$ cat config.mk
export PLATFORM = sky130hd
export DESIGN_NAME = async_serial_uart_core
export DESIGN_NICKNAME = d
export VERILOG_FILES = /design/src/hw/uart_core_pkg.sv /design/src/hw/async_serial_uart_core.sv /design/src/hw/baud_divider.sv /design/src/hw/rx_framer.sv
export SDC_FILE = /design/constraint.sdc
export NUM_CORES = 1
export LEC_CHECK = 0
export BUFFER_PORTS_ARGS = -buffer_cell sky130_fd_sc_hd__buf_2
export CAP_MARGIN = 20
export CORE_AREA = 2 2 106 133
export CTS_CLUSTER_SIZE = 30
export DETAILED_ROUTE_END_ITERATION = 8
export DIE_AREA = 0 0 108 135
export MAX_ROUTING_LAYER = met4
export PLACE_DENSITY = 0.7
export SLEW_MARGIN = 20
export SYNTH_ARGS = -nofsm -noshare
export SYNTH_HDL_FRONTEND = slang
export SYNTH_SLANG_ARGS = --single-unit
$ cat constraint.sdc
create_clock -name clk -period 3.2 [get_ports clk]
set_clock_uncertainty 0.15 [all_clocks]
set_input_delay 0.16 -clock clk [delete_from_list [all_inputs] [get_ports clk]]
set_output_delay 0.16 -clock clk [all_outputs]
set_load 0.02 [all_outputs]
$ cat src/hw/uart_core_pkg.sv
/*
 * Constants, field layouts, states and carriers of the serial core.
 * Assumes a single 20 MHz clock and an active-high asynchronous reset.
 */
// What this block does
// - A fully received character moves from the receive shifter into the holding buffer.
// - In seven-bit mode the holding buffer gets bits 0 to 6, bit 7 zero.
// - The holding buffer is read-only, eight bits wide, and resets to all ones.
// - The data address writes the transmit shifter and reads the holding buffer.
// - A read-only error status register reports receive errors and resets to zero.
// - Status bits 7 to 3 read zero; bit 2 parity, bit 1 framing, bit 0 overrun.
// - Parity flag sets when received parity disagrees with the configured parity.
// - Framing flag sets when the first stop bit is low; only one is checked.
// - Overrun flags a completion while the buffer is still unread; it holds until the next completion.
// - Transmit adds start, optional parity and configured stop bits per the mode register.
// - The mode register is read/write, eight bits, reset to zero (stopped).
// - Mode bits 7 and 6 enable transmit and receive and hand over the lines.
// - Parity field: none, zero sent and unchecked, odd, or even.
// - Character length bit picks seven or eight data bits; seven sends bits 0 to 6.
// - Stop length bit picks one or two transmitted stop bits.
// - Error-interrupt bit set suppresses receive-complete interrupt for errored characters.
// - Mode bit 0 selects infrared transfer; enables still come from bits 7 and 6.
// - Baud divider register is eight bits, writable except bit 7 (always written zero), reset to zero.
// - Writing the transmit shifter starts transmission of that character.
// - Baud field n picks external clock or clock divided by 2^n; k divides 16+k.
package uart_core_pkg;

    localparam logic [15:0] MODE_ADDR = 16'hffa0;
    localparam logic [15:0] STATUS_ADDR = 16'hffa1;
    localparam logic [15:0] BAUD_ADDR = 16'hffa2;
    localparam logic [15:0] DATA_ADDR = 16'hff18;

    localparam logic [7:0] MODE_RESET = 8'h00;
    localparam logic [7:0] STATUS_RESET = 8'h00;
    localparam logic [7:0] BAUD_RESET = 8'h00;
    localparam logic [7:0] HOLD_RESET = 8'hff;

    localparam int PE_BIT = 2;
    localparam int FE_BIT = 1;
    localparam int OVE_BIT = 0;
    localparam int SRC_LSB = 4;
    localparam logic [4:0] DIV_BASE = 5'h0f;
    localparam int PRESCALE_W = 7;

    typedef enum logic [1:0] {
        PAR_NONE = 2'b00,
        PAR_ZERO = 2'b01,
        PAR_ODD = 2'b10,
        PAR_EVEN = 2'b11
    } parity_t;

    // Field order matches the mode register bit for bit, 7 down to 0.
    typedef struct packed {
        logic transmit_enable_bit;
        logic receive_enable_bit;
        parity_t parity;
        logic character_length_bit;
        logic stop_length_bit;
        logic error_interrupt_suppress;
        logic infrared_mode_select;
    } mode_t;

    typedef struct packed {
        logic wr;
        logic rd;
        logic [15:0] addr;
        logic [7:0] wdata;
    } bus_req_t;

    typedef struct packed {
        logic [7:0] data;
        logic perr;
        logic ferr;
    } rx_result_t;

    typedef enum logic [4:0] {
        FR_IDLE = 5'b00001,
        FR_START = 5'b00010,
        FR_DATA = 5'b00100,
        FR_PARITY = 5'b01000,
        FR_STOP = 5'b10000
    } frame_state_t;

    function automatic logic parity_of(input logic [7:0] d, input parity_t p);
        logic r;
        r = 1'b0;
        if (p == PAR_ODD) begin
            r = ~^d;
        end else if (p == PAR_EVEN) begin
            r = ^d;
        end
        return r;
    endfunction

endpackage

$ cat src/hw/async_serial_uart_core.sv
/*
 * Top of the serial core: register file on the CPU bus, transmit framer,
 * line synchroniser, receive bookkeeping and interrupt request.
 * Assumes single-cycle CPU strokes on clk and asynchronous serial pins.
 */
`timescale 1ns/10ps
`default_nettype none
module async_serial_uart_core
    import uart_core_pkg::*;
(
    // Clock and reset
    input wire logic clk,
    input wire logic sys_rst,
    // CPU bus
    input wire bus_req_t cpu_req,
    output logic [7:0] bus_rdata,
    // Serial pins
    input wire logic serial_input_line,
    input wire logic external_baud_clock_input,
    output logic serial_output_line,
    output logic serial_output_enable,
    output logic serial_input_select,
    // Status toward the system
    output logic rx_complete_irq,
    output logic infrared_mode
);
    mode_t mode_q, mode_d;
    logic [7:0] baud_q, baud_d;
    logic [7:0] hold_q, hold_d;
    logic [2:0] status_q, status_d;
    logic unread_q, unread_d;
    logic [7:0] rdata_q, rdata_d;
    logic irq_q, irq_d;
    logic rx_meta_q, rx_sync_q;
    logic half_tick, rx_done;
    rx_result_t rx_res;
    logic wr_data, rd_data;

    frame_state_t tx_q, tx_d;
    logic [7:0] tx_shift_q, tx_shift_d;
    logic [2:0] tx_bit_q, tx_bit_d;
    logic tx_phase_q, tx_phase_d;
    logic tx_stop_q, tx_stop_d;
    logic tx_par_q, tx_par_d;
    logic line_q, line_d;
    logic oe_q, ie_q, ir_q;
    logic advance;

    baud_divider u_baud (
        .clk(clk),
        .sys_rst(sys_rst),
        .run(mode_q.transmit_enable_bit | mode_q.receive_enable_bit),
        .ctrl(baud_q),
        .ext_clk_pin(external_baud_clock_input),
        .half_tick(half_tick)
    );

    rx_framer u_rx (
        .clk(clk),
        .sys_rst(sys_rst),
        .mode(mode_q),
        .half_tick(half_tick),
        .rxd(rx_sync_q),
        .done(rx_done),
        .result(rx_res)
    );

    // Register file; reads are registered so bus_rdata comes from a flop.
    always_comb begin
        mode_d = mode_q;
        baud_d = baud_q;
        rdata_d = rdata_q;
        wr_data = cpu_req.wr && (cpu_req.addr == DATA_ADDR);
        rd_data = cpu_req.rd && (cpu_req.addr == DATA_ADDR);
        if (cpu_req.wr) begin
            if (cpu_req.addr == MODE_ADDR) begin
                mode_d = mode_t'(cpu_req.wdata);
            end else if (cpu_req.addr == BAUD_ADDR) begin
                baud_d = {1'b0, cpu_req.wdata[6:0]};
            end
        end
        if (cpu_req.rd) begin
            if (cpu_req.addr == MODE_ADDR) begin
                rdata_d = mode_q;
            end else if (cpu_req.addr == STATUS_ADDR) begin
                rdata_d = {5'h00, status_q};
            end else if (cpu_req.addr == BAUD_ADDR) begin
                rdata_d = baud_q;
            end else if (cpu_req.addr == DATA_ADDR) begin
                rdata_d = hold_q;
            end else begin
                rdata_d = 8'h00;
            end
        end
    end

    // Receive bookkeeping. A completion in the same cycle as a buffer read
    // wins, so the new character is never mistaken for already read.
    always_comb begin
        hold_d = hold_q;
        status_d = status_q;
        unread_d = unread_q;
        irq_d = 1'b0;
        if (rd_data) begin
            unread_d = 1'b0;
        end
        if (rx_done) begin
            hold_d = mode_q.character_length_bit ? rx_res.data
                                                : {1'b0, rx_res.data[6:0]};
            status_d[PE_BIT] = rx_res.perr;
            status_d[FE_BIT] = rx_res.ferr;
            status_d[OVE_BIT] = unread_q;
            unread_d = 1'b1;
            irq_d = !(mode_q.error_interrupt_suppress &&
                      (rx_res.perr || rx_res.ferr || unread_q));
        end
    end

    // Transmit framer; one bit lasts two half-bit ticks.
    always_comb begin
        tx_d = tx_q;
        tx_shift_d = tx_shift_q;
        tx_bit_d = tx_bit_q;
        tx_phase_d = tx_phase_q;
        tx_stop_d = tx_stop_q;
        tx_par_d = tx_par_q;
        advance = half_tick & tx_phase_q;
        if (half_tick) begin
            tx_phase_d = ~tx_phase_q;
        end
        case (tx_q)
            FR_IDLE: begin
                if (wr_data && mode_q.transmit_enable_bit) begin
                    tx_d = FR_START;
                    tx_phase_d = 1'b0;
                    tx_shift_d = mode_q.character_length_bit ? cpu_req.wdata
                        : {1'b0, cpu_req.wdata[6:0]};
                    tx_par_d = parity_of(tx_shift_d, mode_q.parity);
                end
            end
            FR_START: begin
                if (advance) begin
                    tx_d = FR_DATA;
                    tx_bit_d = '0;
                end
            end
            FR_DATA: begin
                if (advance) begin
                    tx_shift_d = {1'b0, tx_shift_q[7:1]};
                    tx_bit_d = tx_bit_q + 1'b1;
                    if (tx_bit_q == {2'b11, mode_q.character_length_bit}) begin
                        tx_d = (mode_q.parity == PAR_NONE) ? FR_STOP
                                                           : FR_PARITY;
                        tx_stop_d = 1'b0;
                    end
                end
            end
            FR_PARITY: begin
                if (advance) begin
                    tx_d = FR_STOP;
                    tx_stop_d = 1'b0;
                end
            end
            FR_STOP: begin
                if (advance) begin
                    if (mode_q.stop_length_bit && !tx_stop_q) begin
                        tx_stop_d = 1'b1;
                    end else begin
                        tx_d = FR_IDLE;
                    end
                end
            end
            default: tx_d = FR_IDLE;
        endcase
        if (!mode_q.transmit_enable_bit) begin
            tx_d = FR_IDLE;
        end
        case (tx_q)
            FR_START: line_d = 1'b0;
            FR_DATA: line_d = tx_shift_q[0];
            FR_PARITY: line_d = tx_par_q;
            default: line_d = 1'b1;
        endcase
    end

    always_ff @(posedge clk or posedge sys_rst) begin
        if (sys_rst) begin
            mode_q <= mode_t'(MODE_RESET);
            baud_q <= BAUD_RESET;
            hold_q <= HOLD_RESET;
            status_q <= STATUS_RESET[2:0];
            unread_q <= 1'b0;
            rdata_q <= 8'h00;
            irq_q <= 1'b0;
            rx_meta_q <= 1'b1;
            rx_sync_q <= 1'b1;
            tx_q <= FR_IDLE;
            tx_shift_q <= '0;
            tx_bit_q <= '0;
            tx_phase_q <= 1'b0;
            tx_stop_q <= 1'b0;
            tx_par_q <= 1'b0;
            line_q <= 1'b1;
            oe_q <= 1'b0;
            ie_q <= 1'b0;
            ir_q <= 1'b0;
        end else begin
            mode_q <= mode_d;
            baud_q <= baud_d;
            hold_q <= hold_d;
            status_q <= status_d;
            unread_q <= unread_d;
            rdata_q <= rdata_d;
            irq_q <= irq_d;
            rx_meta_q <= serial_input_line;
            rx_sync_q <= rx_meta_q;
            tx_q <= tx_d;
            tx_shift_q <= tx_shift_d;
            tx_bit_q <= tx_bit_d;
            tx_phase_q <= tx_phase_d;
            tx_stop_q <= tx_stop_d;
            tx_par_q <= tx_par_d;
            line_q <= line_d;
            oe_q <= mode_q.transmit_enable_bit;
            ie_q <= mode_q.receive_enable_bit;
            ir_q <= mode_q.infrared_mode_select;
        end
    end

    assign bus_rdata = rdata_q;
    assign serial_output_line = line_q;
    assign serial_output_enable = oe_q;
    assign serial_input_select = ie_q;
    assign rx_complete_irq = irq_q;
    assign infrared_mode = ir_q;
endmodule
`default_nettype wire

$ cat src/hw/baud_divider.sv
/*
 * Baud generator: prescaler or external clock, then a 16+k divider.
 * Assumes the external clock pin is asynchronous and much slower than clk.
 */
`timescale 1ns/10ps
`default_nettype none
module baud_divider
    import uart_core_pkg::*;
#(
    parameter int PRE_W = PRESCALE_W
) (
    // Clock and reset
    input wire logic clk,
    input wire logic sys_rst,
    // Control
    input wire logic run,
    input wire logic [7:0] ctrl,
    input wire logic ext_clk_pin,
    // Half-bit tick
    output logic half_tick
);
    if (PRE_W < 7) begin : g_chk
        $error("baud_divider needs PRE_W of at least 7");
    end

    logic ext_meta_q, ext_sync_q, ext_prev_q;
    logic [PRE_W-1:0] pre_q, pre_d;
    logic [4:0] div_q, div_d;
    logic tick_q, tick_d;
    logic [2:0] n;
    logic [PRE_W-1:0] mask;
    logic src_tick;

    // The divider output is twice the baud rate, so each bit is two ticks.
    always_comb begin
        n = ctrl[SRC_LSB +: 3];
        mask = PRE_W'((8'h01 << n) - 8'h01);
        src_tick = (n == 3'h0) ? (ext_sync_q & ~ext_prev_q)
                               : (&(pre_q | ~mask));
        pre_d = run ? pre_q + 1'b1 : '0;
        div_d = div_q;
        tick_d = 1'b0;
        if (!run) begin
            div_d = '0;
        end else if (src_tick) begin
            if (div_q >= DIV_BASE + {1'b0, ctrl[3:0]}) begin
                div_d = '0;
                tick_d = 1'b1;
            end else begin
                div_d = div_q + 1'b1;
            end
        end
    end

    always_ff @(posedge clk or posedge sys_rst) begin
        if (sys_rst) begin
            ext_meta_q <= 1'b0;
            ext_sync_q <= 1'b0;
            ext_prev_q <= 1'b0;
            pre_q <= '0;
            div_q <= '0;
            tick_q <= 1'b0;
        end else begin
            ext_meta_q <= ext_clk_pin;
            ext_sync_q <= ext_meta_q;
            ext_prev_q <= ext_sync_q;
            pre_q <= pre_d;
            div_q <= div_d;
            tick_q <= tick_d;
        end
    end

    assign half_tick = tick_q;
endmodule
`default_nettype wire

$ cat src/hw/rx_framer.sv
/*
 * Receive shifter: start detection, centre sampling, parity and stop check.
 * Assumes rxd is already synchronised to clk and half_tick comes from
 * the baud divider.
 */
`timescale 1ns/10ps
`default_nettype none
module rx_framer
    import uart_core_pkg::*;
(
    // Clock and reset
    input wire logic clk,
    input wire logic sys_rst,
    // Control
    input wire mode_t mode,
    input wire logic half_tick,
    input wire logic rxd,
    // Result
    output logic done,
    output rx_result_t result
);
    frame_state_t st_q, st_d;
    logic prev_q, phase_q, phase_d, done_q, done_d;
    logic [2:0] bit_q, bit_d;
    rx_result_t res_q, res_d;
    logic [7:0] shift_q, shift_d;
    logic centre;

    always_comb begin
        st_d = st_q;
        phase_d = phase_q;
        bit_d = bit_q;
        shift_d = shift_q;
        res_d = res_q;
        done_d = 1'b0;
        centre = half_tick & phase_q;
        if (half_tick) begin
            phase_d = ~phase_q;
        end
        case (st_q)
            FR_IDLE: begin
                if (mode.receive_enable_bit && prev_q && !rxd) begin
                    st_d = FR_START;
                    phase_d = 1'b1;
                    shift_d = '0;
                end
            end
            FR_START: begin
                if (centre) begin
                    st_d = rxd ? FR_IDLE : FR_DATA;
                    bit_d = '0;
                end
            end
            FR_DATA: begin
                if (centre) begin
                    shift_d[bit_q] = rxd;
                    bit_d = bit_q + 1'b1;
                    if (bit_q == {2'b11, mode.character_length_bit}) begin
                        st_d = (mode.parity == PAR_NONE) ? FR_STOP : FR_PARITY;
                    end
                end
            end
            FR_PARITY: begin
                if (centre) begin
                    res_d.perr = mode.parity[1] &&
                        (rxd != parity_of(shift_q, mode.parity));
                    st_d = FR_STOP;
                end
            end
            FR_STOP: begin
                if (centre) begin
                    if (mode.parity == PAR_NONE || mode.parity == PAR_ZERO) begin
                        res_d.perr = 1'b0;
                    end
                    res_d.ferr = !rxd;
                    res_d.data = shift_q;
                    done_d = 1'b1;
                    st_d = FR_IDLE;
                end
            end
            default: st_d = FR_IDLE;
        endcase
        if (!mode.receive_enable_bit) begin
            st_d = FR_IDLE;
            done_d = 1'b0;
        end
    end

    always_ff @(posedge clk or posedge sys_rst) begin
        if (sys_rst) begin
            st_q <= FR_IDLE;
            prev_q <= 1'b1;
            phase_q <= 1'b0;
            bit_q <= '0;
            shift_q <= '0;
            res_q <= '0;
            done_q <= 1'b0;
        end else begin
            st_q <= st_d;
            prev_q <= rxd;
            phase_q <= phase_d;
            bit_q <= bit_d;
            shift_q <= shift_d;
            res_q <= res_d;
            done_q <= done_d;
        end
    end

    assign done = done_q;
    assign result = res_q;
endmodule
`default_nettype wire

==> flow_summary_export.csv <==
group,metric,value,unit
logic_synthesis,synth_adder_area_share,2.81,%
logic_synthesis,netlist.area_leader.share,43.1,%
final_layout,seq_area,2670,um2
sta,fmax,445,MHz
flow_run,cap_violations,0,
logic_synthesis,synth_mux_area_share,7.85,%
worst_hold_path,hold_path.class,"in -> reg",
clock_network,clk_latency,350,ps
worst_setup_path,cp_max_fo,4,
logic_synthesis,synth_edf_count,0,
detailed_routing,drcViolationCount,0,
sta,fin_crit,2250,ps
logic_synthesis,ys.warnings.count,0,
global_routing,grt_pass1_vias,3826,
worst_setup_path,worstSetupPathType,"reg -> reg",
placed_design,dp.final_hpwl,8.54,mm
global_routing,grt_max_degree,59,
detailed_routing,drtAntennaViolNets,0,
logic_synthesis,yosys-top-cells-count,"dfrtp_1 (92), nor2_1 (40), nand2_1 (30)",
detailed_routing,viasPerCell,5.48,
logic_synthesis,synth_top_area_cell,"dfrtp_1",
detailed_routing,vias,3891,
sta,rsz0062_at_grt,"false",
logic_synthesis,synth_flop_cell,"dfrtp_1",
logic_synthesis,synthXorXnorAreaFrac,4.76,%
final_layout,drive_gt1_share,21.7,%
worst_setup_path,critPathArrivalTime,2380,ps
power,leakagePower,2.73,nW
die,io_pins,43,
worst_hold_path,min-delay-start,"cpu_req[24]",
sta,drv_slew,0,
worst_setup_path,worstPathRequired,3330,ps
die,die_w,108,um
final_layout,num_antenna_cells,0,
clock_network,clockBufferDepth,2,
placed_design,gp_congestion,0.856,
global_routing,overflow,0,
logic_synthesis,synthTopCellsByArea,"dfrtp_1 (43%), dfstp_2 (6.9%), mux2_2 (4.9%)",
logic_synthesis,netlist_area,5340,um2
status,status,"completed",
power,p_per_area,422,nW/um2
clock_network,cts_setup_buffers,0,
detailed_routing,drt_pass1_iterations,4,
detailed_routing,drt-initial-drc-count,175,
clock_network,cts.clk_slew.worst_paths,70,ps
sta,setup_viol,0,
die,die_y,135,um
global_routing,use_met1,21.1,%
logic_synthesis,synth_nets,533,
global_routing,grt_util_all_layers,17.4,%
final_layout,fill_cells,1236,
die,dieArea,14600,um2
logic_synthesis,syn-mean-instance-area,10.9,um2
worst_setup_path,crit_start,"baud_q[1]",
logic_synthesis,yosys.area_share.simple,15.8,%
die,core,13200,um2
final_layout,area_growth,14.0,%
sta,fin_crit_sh,70.2,%
logic_synthesis,post-synth-top-count-cell,"dfrtp_1",
worst_setup_path,end_kind,"flop",
clock_network,cts_tree,"done",
global_routing,grtUsageMet3,2.70,%
sta,final_hold_viol_count,0,
clock_network,clkSinkCount,106,
placed_design,numPortBuffers,42,
sta,worst_pin_slew,870,ps
worst_setup_path,start_kind,"flop",
detailed_routing,routedWlPerCell,16.5,um
logic_synthesis,synth-seq-cells,106,
sta,setup_slack,953,ps
power,ir_drop,0.000240,V
clock_network,cts_buffers,9,
global_routing,grt.busiest_layer,"met2",
global_routing,grt_pass1_wl,19.3,mm
logic_synthesis,ys_seq_area_share,50.0,%
logic_synthesis,postSynthCellCount,491,
global_routing,antenna_found_initial,0,
detailed_routing,routed_wl,11.7,mm
logic_synthesis,synth_top_family_by_area,"simple AND/OR/NAND/NOR gates",
logic_synthesis,synthArstFlopShare,100,%
final_layout,multiInputGateArea,2490,um2
clock_network,htreeDepth,3,
placed_design,pre_cts_ws,988,ps
sta,setup_tns,0,ps
clock_network,cts-root-buf,"clkbuf_16",
die,num_rows,47,
worst_setup_path,r2r_start,"baud_q[1]",
logic_synthesis,synth_compound_area_share,15.4,%
logic_synthesis,ys_types,67,
sta,slew_headroom,41.8,%
global_routing,grt_use_met2,28.9,%
final_layout,fin_nets,576,
die,initial_utilization,40.3,%
## report_power, final
group	total [mW]	internal [mW]	switching, mW
combinational	0.121	0.0484	0.0729
clock	1.09	0.566	0.523
sequential	1.36	1.35	0.00826
## worst max-delay path, stage by stage (launching register included)
cell     delay, ps
dfrtp_1        430
inv_1           60
ha_1           210
xnor2_1        130
ha_1           290
a21oi_1        110
o21ai_0        120
a31o_2         300
a21oi_2        200
a31o_1         190
## state kept, by name, indices dropped and copies added, names as in the netlist, 3 cells and up
signal and cells:
tx_shift_q 8, u_rx.st_q 5, mode_q 8, u_baud.div_q 5, u_rx.bit_q 3, u_rx.shift_q 8
tx_q 5, bus_rdata 8, u_baud.pre_q 7, tx_bit_q 3, baud_q 7, hold_q 8
status_q 3, u_rx.result 10
## per-layer routing
layer / share of wire, % / wire [um] / vias up
met5: 0 / 0 / -
li1: - / - / 1884
met2: 52 / 6120 / 67
met1: 43 / 5050 / 1929
met4: 1.6 / 182 / 0
met3: 2.9 / 335 / 11
## layout by cell type, fill, tap and decap left out, types with 11 or more instances in the layout
cell type       n
dfstp_2        14
xor2_1         11
xnor2_1        18
inv_1          17
buf_2          42
dlygate4sd3_1  11
mux2_2         23
dfrtp_1        92
o21ai_0        26
a21oi_1        17
nand2_1        30
nand3_1        12
ha_1           12
nor2_1         40
## kinds of logic (layout without fill, tap and decap cells)
| family | count (synthesis) | in the layout |
|---|---|---|
| compound gates | 113 | 113 |
| xor+xnor | 29 | 29 |
| fa+ha+maj | 12 | 12 |
| buf+inv | 40 | 88 |
| flops | 106 | 106 |
| mux | 35 | 35 |
| simple gates | 156 | 156 |
## stage by stage
stage	util (%)	area [um2]	instances	power (mW)	hold WS [ps]
finish	46.0	6080	710	2.57	52.5
detailed placement	42.9	5680	683	1.50	117
global placement	42.9	5680	683	1.50	115
CTS	46.0	6080	710	2.60	37.1
global route	46.0	6080	710	2.66	66.6
floorplan	-	5340	491	1.45	14.5
## timing repair
item | CTS | global route
endpoints found under the hold margin | 58 | 0
resized for setup | 0 | 0
hold buffers | 11 | 0
## cell type report
type	count	area share, %
clock inverters	6	0.987
inverters	18	1.15
well taps	171	3.52
flip-flops and latches	106	43.9
repair buffers	54	5.59
clock buffers	10	3.93
multi-input cells	345	40.9
## final timing paths
| check | endpoint | slack, ps | depth (start not counted) |
|---|---|---|---|
| setup / recovery | u_baud.div_q[0] | 950 | 9 |
| hold / removal | bus_rdata[4] | 50 | 2 |
| setup reg to reg | u_baud.div_q[0] | 950 | 9 |
| hold reg to reg | rx_sync_q | 210 | 0 |
| max in group asynchronous | tx_q[0] | 1830 | 4 |
| min in group asynchronous | u_rx.shift_q[1] | 300 | 3 |
Note: power is estimated with default switching activity, not from simulation.
